==> src/pkg/rrif_pkg.sv <==
// Operation
// - Device sends input frames cyclically toward controller
// - Plain frame is instance 100, attribute 3
// - Plain frame length between 1 and 260
// - Plain payload starts at byte 5
// - Controller sets plain length 5 plus result
// - Fragmented frame is instance 101, attribute 3
// - Fragmented frame length between 1 and 264
// - Fragmented payload starts at byte 9
// - Controller sets fragmented length 9 plus result
`default_nettype none
package rrif_pkg;
  localparam logic [7:0] INST_PLAIN = 8'h64;
  localparam logic [7:0] INST_FRAG = 8'h65;
  localparam logic [7:0] ASM_ATTR = 8'h03;
  localparam logic [8:0] LEN_MIN = 9'h001;
  localparam logic [8:0] PLAIN_LEN_MAX = 9'h104;
  localparam logic [8:0] FRAG_LEN_MAX = 9'h108;
  localparam logic [8:0] PLAIN_HDR = 9'h005;
  localparam logic [8:0] FRAG_HDR = 9'h009;
  localparam int PAYLOAD_DEPTH = 255;
  // Avalon register offsets (word index), byte address = 4 * index
  localparam logic [3:0] REG_CTRL = 4'h0;
  localparam logic [3:0] REG_LEN = 4'h1;
  localparam logic [3:0] REG_HDR = 4'h2;
  localparam logic [3:0] REG_FRAG = 4'h3;
  localparam logic [3:0] REG_DATA = 4'h4;
  localparam logic [3:0] REG_STAT = 4'h5;
  localparam logic [3:0] REG_IRQ = 4'h6;
  localparam logic [3:0] REG_MASK = 4'h7;
  localparam logic [3:0] REG_RX = 4'h8;
  localparam logic [3:0] REG_RXHDR = 4'h9;
  localparam logic [31:0] CTRL_RESET = 32'h0000_0000;
  localparam logic [31:0] RDATA_BAD = 32'hDEAD_0000;
  // Sticky event bits
  localparam int EV_SENT = 0;
  localparam int EV_LENERR = 1;
  localparam int EV_RXDONE = 2;
  localparam int EV_W = 3;
endpackage
`default_nettype wire

==> src/pkg/rrif_link_if.sv <==
`default_nettype none
interface rrif_link_if;
  logic sof;
  logic valid;
  logic last;
  logic [7:0] data;
  logic [7:0] inst;
  logic ready;
  modport dev (output sof, output valid, output last, output data, output inst, input ready);
  modport ctl (input sof, input valid, input last, input data, input inst, output ready);
endinterface
`default_nettype wire

==> src/rrif_reader_end.sv <==
`default_nettype none
module rrif_reader_end (
  input wire logic ref_clk,
  input wire logic resetn,
  rrif_link_if.dev link,
  input wire logic [3:0] avs_address,
  input wire logic avs_read,
  input wire logic avs_write,
  input wire logic [31:0] avs_writedata,
  output logic [31:0] avs_readdata,
  output logic avs_waitrequest,
  output logic irq
);
  typedef enum logic [1:0] {RRIF_IDLE = 2'b00, RRIF_SEND = 2'b01, RRIF_GAP = 2'b10} rrif_st_t;
  rrif_st_t st_reg;
  logic [31:0] ctrl_reg;
  logic [8:0] len_reg;
  logic [31:0] hdr_reg;
  logic [23:0] frag_reg;
  logic [7:0] mem [0:rrif_pkg::PAYLOAD_DEPTH-1];
  logic [7:0] wptr_reg;
  logic [8:0] idx_reg;
  logic [rrif_pkg::EV_W-1:0] stat_reg;
  logic [rrif_pkg::EV_W-1:0] mask_reg;
  logic ack_reg;
  logic [31:0] rdata_reg;
  logic sent_reg;
  logic [8:0] flen_reg;
  logic fmode_reg;

  wire logic enable = ctrl_reg[0];
  wire logic frag_mode = ctrl_reg[1];
  // Frame in flight uses length and format frozen at its start
  wire logic [8:0] hdr_len = fmode_reg ? rrif_pkg::FRAG_HDR : rrif_pkg::PLAIN_HDR;
  wire logic [8:0] len_max = frag_mode ? rrif_pkg::FRAG_LEN_MAX : rrif_pkg::PLAIN_LEN_MAX;
  wire logic len_ok = (len_reg >= rrif_pkg::LEN_MIN) && (len_reg <= len_max);
  wire logic [8:0] pay_len = (flen_reg > hdr_len) ? flen_reg - hdr_len : 9'h000;
  wire logic req = (avs_read | avs_write) & ~ack_reg;
  // Write lands at the edge where waitrequest is low
  wire logic wr = avs_write & ack_reg;
  wire logic rd = avs_read & ~ack_reg;
  wire logic [8:0] pidx = idx_reg - hdr_len;
  wire logic [7:0] pbyte = mem[pidx[7:0]];
  wire logic stat_rd = rd && avs_address == rrif_pkg::REG_IRQ;
  wire logic fire = link.valid & link.ready;

  // Header byte selection per format
  logic [7:0] cur_byte;
  always_comb begin
    cur_byte = pbyte;
    if (!fmode_reg) begin
      case (idx_reg)
        9'h000: cur_byte = hdr_reg[7:0];
        9'h001: cur_byte = hdr_reg[15:8];
        9'h002: cur_byte = {2'b00, hdr_reg[21:16]};
        9'h003: cur_byte = pay_len[7:0];
        9'h004: cur_byte = {7'h00, pay_len[8]};
        default: cur_byte = pbyte;
      endcase
    end else begin
      case (idx_reg)
        9'h000: cur_byte = hdr_reg[7:0];
        9'h001: cur_byte = {1'b0, hdr_reg[26:24], 2'b00, hdr_reg[29:28]};
        9'h002: cur_byte = frag_reg[7:0];
        9'h003: cur_byte = frag_reg[15:8];
        9'h004: cur_byte = frag_reg[23:16];
        9'h005: cur_byte = hdr_reg[15:8];
        9'h006: cur_byte = {2'b00, hdr_reg[21:16]};
        9'h007: cur_byte = pay_len[7:0];
        9'h008: cur_byte = {7'h00, pay_len[8]};
        default: cur_byte = pbyte;
      endcase
    end
  end

  assign avs_waitrequest = (avs_read | avs_write) & ~ack_reg;
  assign irq = |(stat_reg & mask_reg);
  assign link.valid = (st_reg == RRIF_SEND);
  assign link.sof = link.valid && idx_reg == 9'h000;
  assign link.last = link.valid && idx_reg == flen_reg - 9'h001;
  assign link.data = cur_byte;
  assign link.inst = fmode_reg ? rrif_pkg::INST_FRAG : rrif_pkg::INST_PLAIN;

  always_ff @(posedge ref_clk) begin
    if (!resetn) begin
      ctrl_reg <= rrif_pkg::CTRL_RESET;
      len_reg <= 9'h000;
      hdr_reg <= 32'h0000_0000;
      frag_reg <= 24'h00_0000;
      wptr_reg <= 8'h00;
      mask_reg <= '0;
      ack_reg <= 1'b0;
      rdata_reg <= 32'h0000_0000;
    end else begin
      ack_reg <= req;
      if (wr) begin
        case (avs_address)
          rrif_pkg::REG_CTRL: ctrl_reg <= avs_writedata;
          rrif_pkg::REG_LEN: len_reg <= avs_writedata[8:0];
          rrif_pkg::REG_HDR: hdr_reg <= avs_writedata;
          rrif_pkg::REG_FRAG: frag_reg <= avs_writedata[23:0];
          rrif_pkg::REG_DATA: begin
            mem[wptr_reg] <= avs_writedata[7:0];
            wptr_reg <= (wptr_reg == 8'hFE) ? 8'h00 : wptr_reg + 8'h01;
          end
          rrif_pkg::REG_MASK: mask_reg <= avs_writedata[rrif_pkg::EV_W-1:0];
          default: ;
        endcase
        if (avs_address == rrif_pkg::REG_CTRL && avs_writedata[8])
          wptr_reg <= 8'h00;
      end
      if (rd) begin
        case (avs_address)
          rrif_pkg::REG_CTRL: rdata_reg <= ctrl_reg;
          rrif_pkg::REG_LEN: rdata_reg <= {23'h0, len_reg};
          rrif_pkg::REG_HDR: rdata_reg <= hdr_reg;
          rrif_pkg::REG_FRAG: rdata_reg <= {8'h00, frag_reg};
          rrif_pkg::REG_STAT: rdata_reg <= {20'h0, 2'(st_reg), len_ok, idx_reg};
          rrif_pkg::REG_IRQ: rdata_reg <= {29'h0, stat_reg};
          rrif_pkg::REG_MASK: rdata_reg <= {29'h0, mask_reg};
          default: rdata_reg <= rrif_pkg::RDATA_BAD;
        endcase
      end
    end
  end
  assign avs_readdata = rdata_reg;

  // Cyclic frame sequencer
  always_ff @(posedge ref_clk) begin
    if (!resetn) begin
      st_reg <= RRIF_IDLE;
      idx_reg <= 9'h000;
      sent_reg <= 1'b0;
      stat_reg <= '0;
      flen_reg <= 9'h000;
      fmode_reg <= 1'b0;
    end else begin
      sent_reg <= 1'b0;
      case (st_reg)
        RRIF_IDLE: begin
          flen_reg <= len_reg;
          fmode_reg <= frag_mode;
          if (enable && len_ok) st_reg <= RRIF_SEND;
        end
        RRIF_SEND: if (fire) begin
          if (link.last) begin
            idx_reg <= 9'h000;
            st_reg <= RRIF_GAP;
            sent_reg <= 1'b1;
          end else begin
            idx_reg <= idx_reg + 9'h001;
          end
        end
        RRIF_GAP: st_reg <= RRIF_IDLE;
        default: st_reg <= RRIF_IDLE;
      endcase
      // Set wins over read-clear
      stat_reg <= (stat_rd ? '0 : stat_reg)
        | {1'b0, enable & ~len_ok, sent_reg};
    end
  end
endmodule
`default_nettype wire
==> src/flat_wrapper.sv <==
// flat-port wrapper written by rule: the top's interface ports become plain ports
module rrif_reader_end_flat 
  (ref_clk, resetn, avs_address, avs_read, avs_write, avs_writedata, avs_readdata, avs_waitrequest, irq, link_sof, link_valid, link_last, link_data, link_inst, link_ready);
  rrif_link_if link_i ();
  input wire logic ref_clk;
  input wire logic resetn;
  input wire logic [3:0] avs_address;
  input wire logic avs_read;
  input wire logic avs_write;
  input wire logic [31:0] avs_writedata;
  output logic [31:0] avs_readdata;
  output logic avs_waitrequest;
  output logic irq;
  output wire logic [$bits(link_i.sof)-1:0] link_sof;
  output wire logic [$bits(link_i.valid)-1:0] link_valid;
  output wire logic [$bits(link_i.last)-1:0] link_last;
  output wire logic [$bits(link_i.data)-1:0] link_data;
  output wire logic [$bits(link_i.inst)-1:0] link_inst;
  input wire logic [$bits(link_i.ready)-1:0] link_ready;
  assign link_sof = link_i.sof;
  assign link_valid = link_i.valid;
  assign link_last = link_i.last;
  assign link_data = link_i.data;
  assign link_inst = link_i.inst;
  assign link_i.ready = link_ready;
  rrif_reader_end u_core (.ref_clk(ref_clk), .resetn(resetn), .link(link_i), .avs_address(avs_address), .avs_read(avs_read), .avs_write(avs_write), .avs_writedata(avs_writedata), .avs_readdata(avs_readdata), .avs_waitrequest(avs_waitrequest), .irq(irq));
endmodule
==> config.mk <==
export PLATFORM = sky130hd
export DESIGN_NAME = rrif_reader_end_flat
export DESIGN_NICKNAME = d
export VERILOG_FILES = /design/src/pkg/rrif_pkg.sv /design/src/pkg/rrif_link_if.sv /design/src/rrif_reader_end.sv /design/src/flat_wrapper.sv
export SDC_FILE = /design/constraint.sdc
export NUM_CORES = 2
export LEC_CHECK = 0
export BUFFER_PORTS_ARGS = -buffer_cell sky130_fd_sc_hd__buf_2
export CORE_MARGIN = 10
export CORE_UTILIZATION = 50
export CTS_BUF_LIST = sky130_fd_sc_hd__clkbuf_4
export DETAILED_ROUTE_END_ITERATION = 10
export PLACE_DENSITY = 0.69
export SLEW_MARGIN = 0
export SYNTH_ARGS = -nofsm -noshare
export SYNTH_HDL_FRONTEND = slang
export SYNTH_SLANG_ARGS = --single-unit
==> constraint.sdc <==
create_clock -name ref_clk -period 4.75 [get_ports ref_clk]
set_input_delay 0.475 -clock ref_clk [delete_from_list [all_inputs] [get_ports ref_clk]]
set_output_delay 0.475 -clock ref_clk [all_outputs]
set_load 0.02 [all_outputs]
-- Yosys cells after proc, flatten, opt, wreduce, memory -nomap -nowiden
Memories as Yosys holds them, arrays and structs flattened.
Cells that the tools add are included.
- bits in writable memories: 2040
- word-level logic and storage cells: 96
- memories: 1
- output and inout port bits: 53
- flip-flop bits (word level): 166
- memories (name ; words ; bits a word ; rd ports ; clocked after memory_dff ; write ports ; line ; text):
    u_core.mem ; 255 ; 8 ; 1 ; 0 ; 1 ; rrif_reader_end.sv:20 ; logic [7:0] mem [0:rrif_pkg::PAYLOAD_DEPTH-1];
- bitwise logic cells: 10
- magnitude comparators: 3
- equal/unequal tests: 21
- multiplexer cells: 22
- reduce and logical (&&, ||, !) cells: 20
- $add $sub $neg: 5
- operators with widths (cell ; count):
    case mux 32 bit (7 select lines) ; 1
    case mux 8 bit (9 select lines) ; 1
    case mux 8 bit (5 select lines) ; 1
    equality test 9 x 3 -> 1 bit, second input constant ; 4
    2-to-1 mux 8 bit ; 4
    equality test 9 x 2 -> 1 bit, second input constant ; 2
    2-to-1 mux 9 bit ; 2
    equality test 4 x 3 -> 1 bit, second input constant ; 4
    AND reduction 2 bit ; 7
    adder 9 x 1 -> 9 bit, second input constant ; 1
    equality test 9 x 1 -> 1 bit, second input constant ; 1
    equality test 9 x 4 -> 1 bit, second input constant ; 1
    equality test 9 bit ; 1
    >= comparator 9 x 1 -> 1 bit, second input constant ; 1
    greater-than comparator 9 bit ; 1
    less-or-equal comparator 9 bit ; 1
    logical NOT 9 bit ; 1
    subtractor 9 x 1 -> 9 bit, second input constant ; 1
    subtractor 9 bit ; 1
    adder 8 x 1 -> 8 bit, second input constant ; 1
    equality test 4 x 2 -> 1 bit, second input constant ; 2
    equality test 8 bit, second input constant ; 1
    2-to-1 mux 4 bit ; 2
    subtractor 8 bit ; 1
    other kinds (19) ; 38

-- Depth between registers and ports, before layout
- word-level depth: 6
- gate-level depth with buffers: 20
- gate-level depth less buffers: 10

-- Least setup slack after synthesis
OpenSTA, ideal clock, no wires.
- path type: flip-flop to output port
- start point: register u_core.idx_reg[0]
- end point: output port link_data[6]
- data required time: 4.275 ns
- slack: 0.196 ns
- cell stages (with the launch flop): 20
- path buffers: 11
- arrival time: 4.079 ns
- cells stage by stage: dfxtp_1 -> buf_6 -> buf_12 -> buf_6 -> buf_6 -> buf_4 -> buf_4 -> inv_1 -> ha_1 -> buf_2 -> buf_2 -> buf_2 -> buf_4 -> clkbuf_1 -> nor2_1 -> a21oi_1 -> a221oi_1 -> a21oi_1 -> a211oi_1 -> nor4_1
- cells in the longest elaborated chain, start to end: 4
- elaborated cells on any way between the ends: 14
- those cells by class: add/sub (1); eq/ne (8); mux (3); reduce/logical (1); memory (1)
- RTL lines (what ; line ; text):
    start: declaration ; rrif_reader_end.sv:22 ; logic [8:0] idx_reg;
    start signal: assignment ; rrif_reader_end.sv:151 ; idx_reg <= idx_reg + 9'h001;
    subtractor 8 bit ; rrif_reader_end.sv:42 ; wire logic [8:0] pidx = idx_reg - hdr_len;
    memory (255 x 8 bit) ; n/a ;
    case mux 8 bit (9 select lines) or case mux 8 bit (5 select lines) (tied branches) ; rrif_reader_end.sv:61, rrif_reader_end.sv:52 ;
    2-to-1 mux 8 bit * ; rrif_reader_end.sv:51 ; if (!fmode_reg) begin
    end: declaration ; flat_wrapper.sv:17 ; output wire logic [$bits(link_i.data)-1:0] link_data;
Mark *: on every way between the ends. The rest lies on a longest branch, timed or not.

-- Worst setup path after layout
- start point: register u_core.idx_reg[0]
- end point: output port link_data[7]
Same word-level chain as after synthesis.

==> flow_metrics.env <==
export IMPL_crit_path_start_kind="register"
export IMPL_synth_xor_area_share_pct=0.389
export IMPL_dr_pass1_iters=6
export IMPL_dr_max_layer_used="met5"
export IMPL_syn_to_final_growth_pct=16.2
export IMPL_synth_area_um2=87900
export IMPL_drt_iter0_drc=6962
export IMPL_routed_wl_um=243000
export IMPL_power_density_nw_per_um2=365
export IMPL_ys_seq_area_share_pct=73.4
export IMPL_core_area_um2=174000
export IMPL_r2r_setup_slack_ns=1.16
export IMPL_min_period_ns=5.40
export IMPL_hpwlAfterDp_um=143000
export IMPL_final_common_cell="edfxtp_1"
export IMPL_layout_common_cells="edfxtp_1, clkbuf_4, mux4_2"
export IMPL_num_vias=50700
export IMPL_antenna_found_initial=6
export IMPL_gr_total_overflow=0
export IMPL_drive_gt1_share_pct=33.6
export IMPL_clkTransAtPathRegs_ns=0.06
export IMPL_ir_drop_v=0.000226
export IMPL_die_h_um=439
export IMPL_finalCritPeriodShare_pct=114
export IMPL_outcome="finished, violations left"
export IMPL_cts_buffers=567
export IMPL_synth_fa_ha_area_share_pct=0.242
export IMPL_detail_route_antenna_nets=0
export IMPL_grt_pass1_vias=50300
export IMPL_top_register="u_core.mem"
export IMPL_hold_violations=0
export IMPL_fp_dieW_um=439
export IMPL_grt_max_degree=138
export IMPL_leakagePower_nw=32.4
export IMPL_met3_length_um=27500
export IMPL_finish_instance_area_um2=102000
export IMPL_largest_register_ffs=2040
export IMPL_crit_type="register to output pin"
export IMPL_cts_tree="built"
export IMPL_cts_htree_levels=6
export IMPL_endpoint_kind="output pin"
export IMPL_start_util_pct=50.4
export IMPL_avgViaCountPerCell=6.17
export IMPL_io_buffers=86
export IMPL_drv_cap=0
export IMPL_synth_mux_area_fraction_pct=15.1
export IMPL_rsz0062_at_grt="true"
export IMPL_tightestPinTransition_ns=1.38
export IMPL_ff2ff_path_depth=7
export IMPL_r2r_end="u_core.mem[154][0]"
export IMPL_synthSimpleGateAreaFrac_pct=5.31
export IMPL_fin_ws_ns=-0.650
export IMPL_place_gp_congestion=0.935
export IMPL_cts_path_max_buffers=4
export IMPL_placed_area_um2=92100
export IMPL_place_inst=7076
export IMPL_yosysUniqueCellTypes=82
export IMPL_critPathArrivalTime_ns=4.92
export IMPL_holdWs_ns=0.238
export IMPL_die_area_um2=193000
export IMPL_setup_violations=8
export IMPL_synth_compound_area_share_pct=3.63
export IMPL_grt_total_usage_pct=24.7
export IMPL_netlist_instances=4724
export IMPL_drc=0
export IMPL_violations="negative setup slack"
export IMPL_ys_seq_elements=2205
export IMPL_root_buffer="clkbuf_4"
export IMPL_num_fill_cells=12800
export IMPL_holdCritStartpoint="link_ready"
export IMPL_wl_met2_um=111000
export IMPL_slew_violations=0
export IMPL_min_path_type="input port to register"
export IMPL_cp_max_fo=8
export IMPL_finalClockSkew_ns=0.126
export IMPL_detail_route_wl_per_cell_um=29.6
export IMPL_timing_rr_start="u_core.ack_reg"
export IMPL_fmax_ghz=0.185
export IMPL_critPathRequiredTime_ns=4.28
export IMPL_slew_headroom_pct=7.27
export IMPL_avgSynthCellArea_um2=18.6
export IMPL_yosysWarnings=0
export IMPL_cts_num_sinks=2205
export IMPL_synth_enable_flop_cells=2040
export IMPL_finalNetCount=5563
export IMPL_worstSkewPairLatency_ns=1.35
export IMPL_num_rows=153
export IMPL_drt_met1_wl_um=92700
export IMPL_grt_pass1_wl_um=349000
export IMPL_final_instance_count_excl_fill=8210
export IMPL_async_flop_share_pct=0
export IMPL_min_to="u_core.idx_reg[0]"
export IMPL_io_pins=94
export IMPL_synth_ff_type="edfxtp_1"
export IMPL_holdPathStages=5
export IMPL_synth_top_family_by_area="multiplexers"
## where the power goes
group	internal, W	switching [W]	leakage, nW
combinational	0.000125	0.000448	8.63
sequential	0.0212	0.00000924	19.7
clock	0.00809	0.00741	4.07
## worst max-delay path, stage by stage, from the launching register on
cell       delay, ns
dfxtp_4         0.40
inv_2           0.05
buf_6           0.12
ha_4            0.40
buf_16          0.21
buf_12          0.13
mux4_2          0.33
mux4_2          0.59
a22o_4          0.31
a2111oi_4       0.53
buf_4           0.21
nor4_4          0.07
buf_4           0.22
## how the worst max path moves through the flow
stage                           start            to  slack (ns)  cells past startpoint
floorplan           u_core.idx_reg[0]  link_data[6]        0.20                     19
detailed placement   u_core.fmode_reg  link_data[7]        0.19                     11
finish              u_core.idx_reg[0]  link_data[7]       -0.65                     12
global route        u_core.idx_reg[0]  link_data[7]       -0.74                     14
global placement    u_core.idx_reg[0]  link_data[7]        0.23                     12
CTS                 u_core.idx_reg[0]  link_data[7]       -0.72                     12
## metrics by stage
step	TNS, ns	total power [W]	utilization [%]	worst slack [ns]
2_1_floorplan	0	0.0217	-	0.196
3_3_place_gp	0	0.0221	52.8	0.228
3_5_place_dp	0	0.0221	52.8	0.189
4_1_cts	-4.77	0.0375	58.2	-0.722
5_1_grt	-4.95	0.0386	58.5	-0.736
6_report	-4.22	0.0373	58.5	-0.650
## cell usage after synthesis, types with 11 or more instances
library cell | n | area [um^2]
xnor2_1 | 14 | 123
nand4_1 | 31 | 194
nand2_1 | 526 | 1970
nor2b_1 | 31 | 194
a21boi_0 | 111 | 833
a22oi_1 | 58 | 435
ha_1 | 17 | 213
buf_6 | 20 | 225
mux2i_1 | 36 | 360
inv_1 | 14 | 52.6
and3_1 | 26 | 163
a311oi_1 | 13 | 114
o211ai_1 | 15 | 113
buf_2 | 59 | 295
nor2_1 | 314 | 1180
o21ai_0 | 38 | 190
nor3_1 | 12 | 60.1
a31oi_1 | 19 | 119
a21oi_1 | 84 | 420
and2_1 | 20 | 125
dfxtp_1 | 165 | 3300
a211oi_1 | 12 | 90.1
clkbuf_1 | 156 | 586
xor2_1 | 20 | 175
nor4_1 | 11 | 68.8
edfxtp_1 | 2040 | 61300
a222oi_1 | 13 | 130
mux4_2 | 564 | 12700
buf_4 | 53 | 398
nand3_1 | 73 | 365
## cell type report
type	instances	area, um^2	share of cell area (%)
Sequential cell	2205	64600	63.2
Multi-Input combinational cell	2210	22400	21.9
Clock buffer	805	6040	5.92
Timing Repair Buffer	507	5410	5.30
Tap cell	2325	2910	2.85
Clock inverter	139	711	0.696
Inverter	14	52.6	0.0515
Antenna cell	5	12.5	0.0123
## layer usage
| layer | track usage [%] | vias up |
|---|---|---|
| met3 | 6.44 | 585 |
| li1 | - | 20900 |
| met1 | 34.3 | 25900 |
| met2 | 36.5 | 3250 |
| met5 | 0 | - |
| met4 | 11.8 | 6 |
## cells by family after synthesis
group / Yosys count
compound gates: 448
xor+xnor: 36
fa+ha+maj: 17
buf+inv: 315
flops: 2205
mux: 613
other cells: 2
simple gates: 1088
## timing repair
action / 4_1_cts / 5_1_grt
buffers inserted: 58 / 31
hold buffers: 71 / 0
cloned: 22 / 5
endpoints found under the hold margin: 976 / 0
resized for setup: 154 / 51
endpoints found under the setup margin: 9 / 8
pin swaps: 25 / 23
No activity file was read; power rests on OpenSTA's default activity.
